[src/doalu_cfg.svh]
`ifndef DOALU_CFG_SVH
`define DOALU_CFG_SVH

// Register byte offsets on the AXI4-Lite slave.
`define DOALU_OFF_INSTR   5'h00
`define DOALU_OFF_SRC     5'h04
`define DOALU_OFF_DST     5'h08
`define DOALU_OFF_CTRL    5'h0C
`define DOALU_OFF_RESULT  5'h10
`define DOALU_OFF_STATUS  5'h14

// Control register fields.
`define DOALU_CTRL_GO     0
`define DOALU_CTRL_TREG   1

// Status register fields.
`define DOALU_ST_C        0
`define DOALU_ST_V        1
`define DOALU_ST_Z        2
`define DOALU_ST_N        3
`define DOALU_ST_WB       4
`define DOALU_ST_DONE     5

// Instruction field positions.
`define DOALU_IR_BYTE     15
`define DOALU_IR_OP_HI    14
`define DOALU_IR_OP_LO    12
`define DOALU_IR_SRC_HI   11
`define DOALU_IR_SRC_LO   6

// Response codes.
`define DOALU_RESP_OKAY   2'h0
`define DOALU_RESP_SLVERR 2'h2

`endif

[src/doalu_pkg.sv]
package doalu_pkg;

    // Operation selected by the instruction group and byte bit.
    // Three-bit four-state base so the code can travel on a net between modules.
    typedef enum logic [2:0] {
        DOALU_NONE,
        DOALU_COPY,
        DOALU_COMPARE,
        DOALU_AND_TEST,
        DOALU_MASK_CLEAR,
        DOALU_OR_SET,
        DOALU_SUM,
        DOALU_DIFF
    } doalu_op_t;

    // Decoded instruction.
    typedef struct packed {
        logic       byte_mode;
        logic [2:0] src_mode;
        logic [2:0] src_reg;
        logic [2:0] target_mode;
        logic [2:0] target_spec;
    } doalu_dec_t;

    // Condition flags.
    typedef struct packed {
        logic n;
        logic z;
        logic v;
        logic c;
    } doalu_flags_t;

    // Result of one execution.
    typedef struct packed {
        logic [15:0]  value;
        logic         write_back;
        doalu_flags_t flags;
    } doalu_res_t;

endpackage

[src/doalu_decode.sv]
`timescale 1ns/1ps
`include "doalu_cfg.svh"

// Splits an instruction word into the operation and its operand specifiers.
module doalu_decode
    import doalu_pkg::*;
(
    input  wire logic [15:0] instr,
    output doalu_op_t        op,
    output doalu_dec_t       dec
);

    logic [2:0] grp;

    assign grp = instr[`DOALU_IR_OP_HI:`DOALU_IR_OP_LO];

    // Bit 15 is the byte select except in group 6, where it means difference.
    always_comb begin
        unique case (grp)
            3'h1:    op = DOALU_COPY;
            3'h2:    op = DOALU_COMPARE;
            3'h3:    op = DOALU_AND_TEST;
            3'h4:    op = DOALU_MASK_CLEAR;
            3'h5:    op = DOALU_OR_SET;
            3'h6:    op = instr[`DOALU_IR_BYTE] ? DOALU_DIFF : DOALU_SUM;
            default: op = DOALU_NONE;
        endcase
    end

    // The six-bit source field is a mode and a register number.
    assign dec.src_mode    = instr[`DOALU_IR_SRC_HI:9];
    assign dec.src_reg     = instr[8:`DOALU_IR_SRC_LO];
    assign dec.target_mode = instr[5:3];
    assign dec.target_spec = instr[2:0];
    assign dec.byte_mode   = instr[`DOALU_IR_BYTE] && (grp != 3'h6);

endmodule // doalu_decode

[src/doalu_exec.sv]
`timescale 1ns/1ps
`include "doalu_cfg.svh"

// Combinational datapath: result, write-back decision and flags.
module doalu_exec
    import doalu_pkg::*;
(
    input  wire doalu_op_t    op,
    input  wire logic         byte_mode,
    input  wire logic         to_reg,
    input  wire logic [15:0]  src,
    input  wire logic [15:0]  dst,
    input  wire doalu_flags_t old_flags,
    output doalu_res_t        res
);

    // Adds a + b + cin at word or byte width; bit 16 is the carry out of the top bit.
    function automatic logic [16:0] add_w(input logic [15:0] a, input logic [15:0] b,
                                          input logic cin, input logic bm);
        logic [8:0] lo;
        if (bm) begin
            lo    = {1'b0, a[7:0]} + {1'b0, b[7:0]} + {8'h00, cin};
            add_w = {lo[8], 8'h00, lo[7:0]};
        end else begin
            add_w = {1'b0, a} + {1'b0, b} + {16'h0000, cin};
        end
    endfunction

    logic [16:0] sum;
    logic [15:0] r;
    logic        sa;
    logic        sb;
    logic        sr;
    logic        zr;

    always_comb begin
        sum = 17'h00000;
        r   = 16'h0000;
        sa  = 1'b0;
        sb  = 1'b0;
        res = '0;
        res.flags = old_flags;
        unique case (op)
            DOALU_COMPARE: sum = add_w(src, ~dst, 1'b1, byte_mode);
            DOALU_SUM:     sum = add_w(src, dst, 1'b0, 1'b0);
            DOALU_DIFF:    sum = add_w(dst, ~src, 1'b1, 1'b0);
            default:       sum = 17'h00000;
        endcase
        unique case (op)
            DOALU_COPY:       r = src;
            DOALU_AND_TEST:   r = src & dst;
            DOALU_MASK_CLEAR: r = ~src & dst;
            DOALU_OR_SET:     r = src | dst;
            DOALU_NONE:       r = dst;
            default:          r = sum[15:0];
        endcase
        // Byte forms judge sign and zero on the low byte only.
        sr = byte_mode ? r[7] : r[15];
        zr = byte_mode ? (r[7:0] == 8'h00) : (r == 16'h0000);
        sa = byte_mode ? src[7] : src[15];
        sb = byte_mode ? dst[7] : dst[15];
        res.value = byte_mode ? {dst[15:8], r[7:0]} : r;
        if (op == DOALU_COPY && byte_mode && to_reg) begin
            res.value = {{8{r[7]}}, r[7:0]};
        end
        res.write_back = (op == DOALU_COPY) || (op == DOALU_MASK_CLEAR) ||
                         (op == DOALU_OR_SET) || (op == DOALU_SUM) || (op == DOALU_DIFF);
        if (op != DOALU_NONE) begin
            res.flags.n = sr;
            res.flags.z = zr;
            res.flags.v = 1'b0;
        end
        unique case (op)
            DOALU_COMPARE: begin
                res.flags.v = (sa != sb) && (sb == sr);
                res.flags.c = ~sum[16];
            end
            DOALU_SUM: begin
                res.flags.v = (sa == sb) && (sr != sa);
                res.flags.c = sum[16];
            end
            DOALU_DIFF: begin
                res.flags.v = (sa != sb) && (sa == sr);
                res.flags.c = ~sum[16];
            end
            default: res.flags.c = old_flags.c;
        endcase
    end

endmodule // doalu_exec

[src/doalu_top.sv]
`timescale 1ns/1ps
`include "doalu_cfg.svh"

// What this block does
// - Copy writes source to destination, source untouched.
// - Copy sets N and Z from source, clears V, keeps C.
// - Byte copy into a register sign-extends the low byte.
// - Byte forms act on low byte, flags from byte result.
// - Compare forms source plus inverted destination plus one; flags only.
// - Compare V: operands differ in sign, destination sign equals result sign.
// - Compare and difference C is the inverted carry out, a borrow.
// - AND-test forms source AND destination, flags only.
// - Mask-clear writes inverted source AND destination.
// - OR-set writes source OR destination.
// - Logic ops: N from top bit, Z on zero, V cleared, C kept.
// - Sum adds source and destination in two's complement, writes destination.
// - Sum V: same-sign operands give opposite-sign result.
// - Sum C is the carry out of the top bit.
// - Difference writes destination plus inverted source plus one.
// - Difference V: operands differ, source sign equals result sign.
// - Arithmetic ops set N on negative, Z on zero result.
// - Source field is an addressing mode plus a register number.
module doalu_top
    import doalu_pkg::*;
(
    input  wire logic        aclk,
    input  wire logic        aresetn,
    input  wire logic        ce,
    input  wire logic [4:0]  s_axi_awaddr,
    input  wire logic        s_axi_awvalid,
    output logic             s_axi_awready,
    input  wire logic [31:0] s_axi_wdata,
    input  wire logic [3:0]  s_axi_wstrb,
    input  wire logic        s_axi_wvalid,
    output logic             s_axi_wready,
    output logic [1:0]       s_axi_bresp,
    output logic             s_axi_bvalid,
    input  wire logic        s_axi_bready,
    input  wire logic [4:0]  s_axi_araddr,
    input  wire logic        s_axi_arvalid,
    output logic             s_axi_arready,
    output logic [31:0]      s_axi_rdata,
    output logic [1:0]       s_axi_rresp,
    output logic             s_axi_rvalid,
    input  wire logic        s_axi_rready
);

    ////////////////////////////////////////////////////////////////////////////////
    // Registers and the datapath.

    logic [15:0]  instr_reg;
    logic [15:0]  src_reg;
    logic [15:0]  dst_reg;
    logic         treg_reg;
    logic [15:0]  result_reg;
    doalu_flags_t flags_reg;
    logic         wb_reg;
    logic         done_reg;
    logic         go_pulse;
    logic         treg_now;
    doalu_op_t    op;
    doalu_dec_t   dec;
    doalu_res_t   res;

    doalu_decode doalu_decode_inst (
        .instr (instr_reg),
        .op    (op),
        .dec   (dec)
    );

    doalu_exec doalu_exec_inst (
        .op        (op),
        .byte_mode (dec.byte_mode),
        .to_reg    (treg_now),
        .src       (src_reg),
        .dst       (dst_reg),
        .old_flags (flags_reg),
        .res       (res)
    );

    ////////////////////////////////////////////////////////////////////////////////
    // AXI4-Lite write channel. Address and data are latched independently, so
    // the master may present them in either order.

    logic [4:0]  aw_addr_reg;
    logic        aw_have_reg;
    logic [31:0] w_data_reg;
    logic [3:0]  w_strb_reg;
    logic        w_have_reg;
    logic        do_write;
    logic        wr_hit;

    assign do_write = aw_have_reg && w_have_reg && !s_axi_bvalid;

    // Collect the address beat.
    always_ff @(posedge aclk) begin
        if (!aresetn) begin
            aw_have_reg   <= 1'b0;
            aw_addr_reg   <= 5'h00;
            s_axi_awready <= 1'b0;
        end else if (ce) begin
            s_axi_awready <= !aw_have_reg && !s_axi_awready;
            if (s_axi_awvalid && s_axi_awready) begin
                aw_have_reg <= 1'b1;
                aw_addr_reg <= s_axi_awaddr;
            end else if (do_write) begin
                aw_have_reg <= 1'b0;
            end
        end
    end

    // Collect the data beat.
    always_ff @(posedge aclk) begin
        if (!aresetn) begin
            w_have_reg   <= 1'b0;
            w_data_reg   <= 32'h00000000;
            w_strb_reg   <= 4'h0;
            s_axi_wready <= 1'b0;
        end else if (ce) begin
            s_axi_wready <= !w_have_reg && !s_axi_wready;
            if (s_axi_wvalid && s_axi_wready) begin
                w_have_reg <= 1'b1;
                w_data_reg <= s_axi_wdata;
                w_strb_reg <= s_axi_wstrb;
            end else if (do_write) begin
                w_have_reg <= 1'b0;
            end
        end
    end

    always_comb begin
        unique case (aw_addr_reg)
            `DOALU_OFF_INSTR, `DOALU_OFF_SRC, `DOALU_OFF_DST, `DOALU_OFF_CTRL: wr_hit = 1'b1;
            default: wr_hit = 1'b0;
        endcase
    end

    // Write response; unmapped or read-only offsets answer SLVERR.
    always_ff @(posedge aclk) begin
        if (!aresetn) begin
            s_axi_bvalid <= 1'b0;
            s_axi_bresp  <= `DOALU_RESP_OKAY;
        end else if (ce) begin
            if (do_write) begin
                s_axi_bvalid <= 1'b1;
                s_axi_bresp  <= wr_hit ? `DOALU_RESP_OKAY : `DOALU_RESP_SLVERR;
            end else if (s_axi_bready) begin
                s_axi_bvalid <= 1'b0;
            end
        end
    end

    // Operand registers take the low two byte lanes only.
    always_ff @(posedge aclk) begin
        if (!aresetn) begin
            instr_reg <= 16'h0000;
            src_reg   <= 16'h0000;
            dst_reg   <= 16'h0000;
            treg_reg  <= 1'b0;
        end else if (ce && do_write) begin
            unique case (aw_addr_reg)
                `DOALU_OFF_INSTR: begin
                    if (w_strb_reg[0]) instr_reg[7:0]  <= w_data_reg[7:0];
                    if (w_strb_reg[1]) instr_reg[15:8] <= w_data_reg[15:8];
                end
                `DOALU_OFF_SRC: begin
                    if (w_strb_reg[0]) src_reg[7:0]  <= w_data_reg[7:0];
                    if (w_strb_reg[1]) src_reg[15:8] <= w_data_reg[15:8];
                end
                `DOALU_OFF_DST: begin
                    if (w_strb_reg[0]) dst_reg[7:0]  <= w_data_reg[7:0];
                    if (w_strb_reg[1]) dst_reg[15:8] <= w_data_reg[15:8];
                end
                `DOALU_OFF_CTRL: begin
                    if (w_strb_reg[0]) treg_reg <= w_data_reg[`DOALU_CTRL_TREG];
                end
                default: ;
            endcase
        end
    end

    assign go_pulse = ce && do_write && (aw_addr_reg == `DOALU_OFF_CTRL) &&
                      w_strb_reg[0] && w_data_reg[`DOALU_CTRL_GO];

    // The target flag written with GO must steer that same execution, so it is
    // taken from the write beat rather than from the register it lands in.
    assign treg_now = go_pulse ? w_data_reg[`DOALU_CTRL_TREG] : treg_reg;

    ////////////////////////////////////////////////////////////////////////////////
    // Execution: a GO write captures result and flags on the same edge that performs the write. The flags
    // persist so that operations which keep C see the previous value.

    always_ff @(posedge aclk) begin
        if (!aresetn) begin
            result_reg <= 16'h0000;
            flags_reg  <= '0;
            wb_reg     <= 1'b0;
            done_reg   <= 1'b0;
        end else if (go_pulse) begin
            result_reg <= res.write_back ? res.value : dst_reg;
            flags_reg  <= res.flags;
            wb_reg     <= res.write_back;
            done_reg   <= 1'b1;
        end
    end

    ////////////////////////////////////////////////////////////////////////////////
    // AXI4-Lite read channel.

    logic [31:0] rd_word;
    logic        rd_hit;

    always_comb begin
        rd_hit  = 1'b1;
        rd_word = 32'h00000000;
        unique case (s_axi_araddr)
            `DOALU_OFF_INSTR:  rd_word = {16'h0000, instr_reg};
            `DOALU_OFF_SRC:    rd_word = {16'h0000, src_reg};
            `DOALU_OFF_DST:    rd_word = {16'h0000, dst_reg};
            `DOALU_OFF_CTRL:   rd_word = {30'h00000000, treg_reg, 1'b0};
            `DOALU_OFF_RESULT: rd_word = {16'h0000, result_reg};
            `DOALU_OFF_STATUS: rd_word = {26'h0000000, done_reg, wb_reg, flags_reg.n,
                                          flags_reg.z, flags_reg.v, flags_reg.c};
            default:           rd_hit  = 1'b0;
        endcase
    end

    always_ff @(posedge aclk) begin
        if (!aresetn) begin
            s_axi_arready <= 1'b0;
            s_axi_rvalid  <= 1'b0;
            s_axi_rdata   <= 32'h00000000;
            s_axi_rresp   <= `DOALU_RESP_OKAY;
        end else if (ce) begin
            s_axi_arready <= !s_axi_rvalid && !s_axi_arready;
            if (s_axi_arvalid && s_axi_arready) begin
                s_axi_rvalid  <= 1'b1;
                s_axi_arready <= 1'b0;
                s_axi_rdata   <= rd_word;
                s_axi_rresp   <= rd_hit ? `DOALU_RESP_OKAY : `DOALU_RESP_SLVERR;
            end else if (s_axi_rvalid && s_axi_rready) begin
                s_axi_rvalid <= 1'b0;
            end
        end
    end
endmodule // doalu_top

[config.mk]
export PLATFORM = sky130hd
export DESIGN_NAME = doalu_top
export DESIGN_NICKNAME = d
export VERILOG_FILES = /design/src/doalu_pkg.sv /design/src/doalu_decode.sv /design/src/doalu_exec.sv /design/src/doalu_top.sv
export VERILOG_INCLUDE_DIRS = /design/src
export SDC_FILE = /design/constraint.sdc
export NUM_CORES = 1
export LEC_CHECK = 0
export BUFFER_PORTS_ARGS = -buffer_cell sky130_fd_sc_hd__buf_2
export CAP_MARGIN = 40
export CORE_MARGIN = 4
export CORE_UTILIZATION = 43
export CTS_BUF_LIST = sky130_fd_sc_hd__clkbuf_4 sky130_fd_sc_hd__clkbuf_8
export CTS_CLUSTER_SIZE = 16
export DETAILED_ROUTE_END_ITERATION = 8
export GPL_TIMING_DRIVEN = 0
export HOLD_SLACK_MARGIN = 0.12
export MAX_ROUTING_LAYER = met4
export PLACE_DENSITY_LB_ADDON = 0.08
export SYNTH_ARGS = -nofsm -noshare
export SYNTH_HDL_FRONTEND = slang
export SYNTH_HIERARCHICAL = 1
export SYNTH_SLANG_ARGS = --single-unit
[constraint.sdc]
create_clock -name aclk -period 4.5 [get_ports aclk]
set_input_delay 0 -clock aclk [delete_from_list [all_inputs] [get_ports aclk]]
set_output_delay 0 -clock aclk [all_outputs]
set_load 0.01 [all_outputs]
==> flow_summary.json, run 1 <==
{
  "ctsResizeCount": 0,
  "drv_slew": 0,
  "worstRegToRegCells": 15,
  "min_path_type": "input port to flip-flop",
  "antenna_cells": 0,
  "ys_warn_count": 6,
  "r2r_slack_ns": 0.22,
  "via_per_inst": 5.75,
  "fp.coreArea_um2": 21000,
  "drive_gt1_share_pct": 14.6,
  "power_mw": 2.23,
  "final_common_cell": "nand2_1",
  "die_y_um": 154,
  "drc_errors": 0,
  "drt_iter0_drc": 787,
  "netlist_area_um2": 9190,
  "r2r-start": "dst_reg[9]",
  "vias": 9072,
  "outcome": "complete, no violations",
  "syn-instance-count": 1165,
  "cts-buffers-inserted": 17,
  "place_area_um2": 9880,
  "cp-start-kind": "flip-flop",
  "hp-start": "s_axi_araddr[3]",
  "root_buffer": "clkbuf_8",
  "antenna_found_initial": 0,
  "grt_max_degree": 17,
  "dieArea_um2": 23800,
  "ctsHoldBuffers": 33,
  "drtAntennaViolNets": 0,
  "critPathKind": "flip-flop to flip-flop",
  "seq_area_um2": 2380,
  "grtUsageTotal_pct": 25.9,
  "port-buffer-count": 55,
  "wl_per_cell_um": 19.4,
  "clock_latency_ns": 0.43,
  "io_pins": 95,
  "syn2layout_area_growth_pct": 15.7,
  "die-width_um": 154,
  "drtPass1Iterations": 5,
  "crit_path_end": "flags_reg[1]",
  "rsz0062_at_grt": "false",
  "critical_path_required_ns": 4.82,
  "nets": 1413,
  "slew_headroom_pct": 37.6,
  "finalClockSkew_ns": 0.0102,
  "worstPathMaxFanout": 10,
  "placement_rows": 53,
  "max-cap-violations": 0,
  "start_util_pct": 43.7,
  "fmax_mhz": 234,
  "dp_cells": 1514,
  "hold_viol": 0,
  "p_leak_nw": 4.21,
  "setup_viol": 0,
  "avgSynthCellArea_um2": 7.89,
  "dp_hpwl_mm": 23.6,
  "cts_sinks": 119,
  "finalCriticalPeriod_ns": 4.28,
  "cp-startpoint": "dst_reg[9]",
  "post_cts_buffers": 0,
  "wl_mm": 30.6,
  "multi_input_area_um2": 6130,
  "final_cells": 1579,
  "cts_tree": "built",
  "rr_endpoint": "flags_reg[1]",
  "p_per_area_nw_per_um2": 210,
  "ir_drop_mv": 0.207,
  "fin_util_pct": 50.6,
  "gp_congestion": 0.967,
  "htree_num_levels": 4,
  "finish.instance_area_um2": 10600,
  "grt_pass1_vias": 8781,
  "path_clk_slew_ns": 0.07,
  "most-common-layout-cells": "nand2_1, dfxtp_1, o21ai_0",
  "arrival_ns": 4.60,
  "worst-slew-pin-transition_ns": 0.932,
  "fill_cells": 2101,
  "grt_pass1_wl_mm": 48.5,
  "min_period_over_period_pct": 95.1,
  "end_kind": "flip-flop",
  "fin_setup_tns_ns": 0,
  "clockBufferDepth": 2,
  "grt_overflow": 0
}
worst min path at each step:
stage | end | slack (ns) | depth (start not counted)
floorplan | w_data_reg[10] | 0.14 | 2
global placement | aw_addr_reg[1] | 0.25 | 3
detailed placement | w_data_reg[4] | 0.26 | 3
CTS | s_axi_rdata[1] | 0.15 | 5
global route | s_axi_rdata[0] | 0.24 | 5
finish | s_axi_rdata[1] | 0.16 | 5
metal layers:
| metal | global-route usage [%] | share of wire (%) | up-vias |
|---|---|---|---|
| met5 | - | 0 | - |
| met4 | 7.74 | 2.3 | 0 |
| met3 | 3.04 | 5.9 | 49 |
| met2 | 41.7 | 46 | 302 |
| met1 | 34.2 | 45 | 4275 |
| li1 | - | - | 4446 |
critical path, stage by stage, from the launching register on:
cell and delay, ns:
dfxtp_1 0.60, inv_1 0.18, ha_1 0.32, buf_2 0.20
nor4_2 0.40, nand2_1 0.21, a211oi_2 0.46, a211oi_1 0.19
xnor2_1 0.17, o21ai_1 0.08, o31ai_1 0.57, o21ai_2 0.17
mux2i_1 0.15, a221o_1 0.30, nand3_1 0.06, o21ai_0 0.08
power by group:
group          switching, mW  internal [mW]  total [mW]
Combinational         0.0764         0.0675       0.144
Sequential           0.00908           1.06        1.07
Clock                  0.433          0.580        1.01
Total                  0.519           1.71        2.23
per-stage QoR:
step | hold slack [ns] | setup slack (ns)
2_1_floorplan | 0.145 | 1.30
4_1_cts | 0.154 | 0.383
3_5_place_dp | 0.258 | 0.414
6_report | 0.165 | 0.222
3_3_place_gp | 0.251 | 0.270
5_1_grt | 0.245 | 0.0613
cell type report:
type | count | share of cell area (%)
Sequential cell | 119 | 22.4
Inverter | 55 | 1.94
Multi-Input combinational cell | 912 | 57.7
Clock inverter | 12 | 1.42
Tap cell | 275 | 3.24
Buffer | 96 | 4.99
Clock buffer | 20 | 2.53
Timing Repair Buffer | 90 | 5.81
Note: power is estimated with default switching activity, not from simulation.
==> run 2: changes to the inputs <==
--- a/config.mk
+++ b/config.mk
@@ -17,6 +17,7 @@
 export HOLD_SLACK_MARGIN = 0.12
 export MAX_ROUTING_LAYER = met4
 export PLACE_DENSITY_LB_ADDON = 0.08
+export RECOVER_POWER = 100
 export SYNTH_ARGS = -nofsm -noshare
 export SYNTH_HDL_FRONTEND = slang
 export SYNTH_HIERARCHICAL = 1
==> run 2 against run 1 <==
The flow now finishes with violations (max-capacitance violations, max-slew violations). Sequential power is essentially flat. Total power down 0.17%. Utilization is 0.36 points lower. Flip-flop and latch count unchanged. Clock-buffer cell count stayed put. Critical endpoint unchanged.
==> flow_summary.json, run 2 (synthesis results as in run 1) <==
{
  "min_period_over_period_pct": 94.9,
  "post_cts_buffers": 0,
  "most-common-layout-cells": "nand2_1, dfxtp_1, o21ai_0",
  "violations": "max-capacitance violations, max-slew violations",
  "grt_overflow": 0,
  "placement_rows": 53,
  "grt_pass1_vias": 8781,
  "max-cap-violations": 1,
  "final_common_cell": "nand2_1",
  "drtPass1Iterations": 6,
  "p_per_area_nw_per_um2": 211,
  "final_cells": 1579,
  "worstPathMaxFanout": 10,
  "grtUsageTotal_pct": 25.9,
  "worst-slew-pin-transition_ns": 2.12,
  "syn2layout_area_growth_pct": 14.9,
  "path_clk_slew_ns": 0.07,
  "cts-buffers-inserted": 17,
  "rr_endpoint": "flags_reg[1]",
  "end_kind": "flip-flop",
  "critical_path_required_ns": 4.82,
  "r2r-start": "src_reg[9]",
  "wl_per_cell_um": 19.3,
  "dieArea_um2": 23800,
  "nets": 1413,
  "sw_frac_of_total_pct": 23.2,
  "p_sw_uw": 517,
  "die_y_um": 154,
  "rsz0062_at_grt": "false",
  "power.share.clock_pct": 45.5,
  "drt_iter0_drc": 787,
  "pwr-share-comb_pct": 6.4,
  "gp_congestion": 0.967,
  "hold_viol": 0,
  "setup_viol": 0,
  "outcome": "finished, violations left",
  "cts_tree": "built",
  "drv_slew": 9,
  "min_path_type": "input port to flip-flop",
  "min_to": "s_axi_rdata[1]",
  "hp-start": "s_axi_araddr[3]",
  "wl_mm": 30.4,
  "intPower_mw": 1.71,
  "via_per_inst": 5.76,
  "cts_sinks": 119,
  "worstRegToRegCells": 15,
  "drive_gt1_share_pct": 11.9,
  "grt_max_degree": 17,
  "grt_pass1_wl_mm": 48.5,
  "critPathKind": "flip-flop to flip-flop",
  "finalCriticalPeriod_ns": 4.27,
  "r2r_slack_ns": 0.23,
  "htree_num_levels": 4,
  "hold_depth": 5,
  "antenna_cells": 0,
  "cp-start-kind": "flip-flop",
  "finalClockSkew_ns": 0.00986,
  "fmax_mhz": 234,
  "drtAntennaViolNets": 0,
  "io_pins": 95,
  "die-width_um": 154,
  "seqPwrFrac_pct": 48.2,
  "ir_drop_mv": 0.200,
  "clock_latency_ns": 0.43,
  "dp_cells": 1514,
  "root_buffer": "clkbuf_8",
  "antenna_found_initial": 0,
  "vias": 9100,
  "fp.coreArea_um2": 21000,
  "p_leak_nw": 4.06,
  "start_util_pct": 43.7,
  "drc_errors": 0,
  "port-buffer-count": 55,
  "fin_setup_tns_ns": 0,
  "clockBufferDepth": 2,
  "fill_cells": 2123,
  "arrival_ns": 4.59,
  "slew_headroom_pct": -43.4,
  "dp_hpwl_mm": 23.6
}
-- run 2: cell count changes in the layout (fill, tap and decap cells not counted) --
cell / delta
nor4b_1: +1
nor3_4: -1
clkbuf_2: +2
nor4b_4: -1
buf_2: -32
nor3_1: +1
clkbuf_1: +33
buf_4: -3
-- run 2: area by class of cell --
cell class	count	area [um2]	share of cell area [%]
buffer	96	512	4.85
clock buffer	20	269	2.55
clock inverter	12	151	1.43
inverter	55	206	1.96
multi-input combinational	912	6100	57.8
sequential	119	2380	22.6
tap	275	344	3.26
timing repair buffer	90	588	5.57
-- run 2: repair_timing --
item / in CTS / in global routing
hold buffers: 33 / 0
gates resized for setup: 0 / 0
endpoints found under the hold margin: 31 / 0
-- run 2: worst max path at each step --
stage | from | endpoint | slack, ns | cells past startpoint
after floorplan | src_reg[1] | flags_reg[2] | 1.30 | 13
after global placement | instr_reg[14] | flags_reg[2] | 0.27 | 14
after detailed placement | dst_reg[9] | flags_reg[1] | 0.41 | 15
after CTS | dst_reg[9] | flags_reg[1] | 0.38 | 15
after global routing | ce | result_reg[15] | 0.05 | 12
final | src_reg[9] | flags_reg[1] | 0.23 | 15
-- run 2: power by group through the flow --
stage	clock network, mW	logic (mW)	registers, mW
after CTS	1.02	0.143	1.07
after detailed placement	0	0.121	1.10
after global routing	1.08	0.156	1.07
after floorplan	0	0.0770	1.10
after global placement	0	0.120	1.10
final	1.01	0.141	1.07
-- run 2: stage by stage --
stage          instance area, um2  setup WS [ns]  power [mW]  utilization [%]  hold WS (ns)
2_1_floorplan                9250           1.30        1.17                -         0.145
3_3_place_gp                 9870          0.270        1.22             46.9         0.251
3_5_place_dp                 9880          0.414        1.22             47.0         0.258
4_1_cts                     10600          0.383        2.24             50.6         0.154
5_1_grt                     10600         0.0475        2.30             50.2         0.245
6_report                    10600          0.230        2.23             50.2         0.185
-- run 2: worst max-delay path, cell delays in order, from the launching register on --
cell and delay (ns):
dfxtp_1 0.57, inv_1 0.18, ha_1 0.35, buf_2 0.20, nor4_2 0.39, nand2_1 0.22
a211oi_2 0.45, a211oi_1 0.19, xnor2_1 0.17, o21ai_1 0.07, o31ai_1 0.60, o21ai_2 0.17
mux2i_1 0.15, a221o_1 0.30, nand3_1 0.06, o21ai_0 0.08
-- run 2: metal layers --
| metal | wire length (um) | track usage [%] |
|---|---|---|
| met5 | 0 | - |
| met4 | 641 | 7.74 |
| met3 | 1760 | 3.04 |
| met2 | 14200 | 41.7 |
| met1 | 13800 | 34.2 |
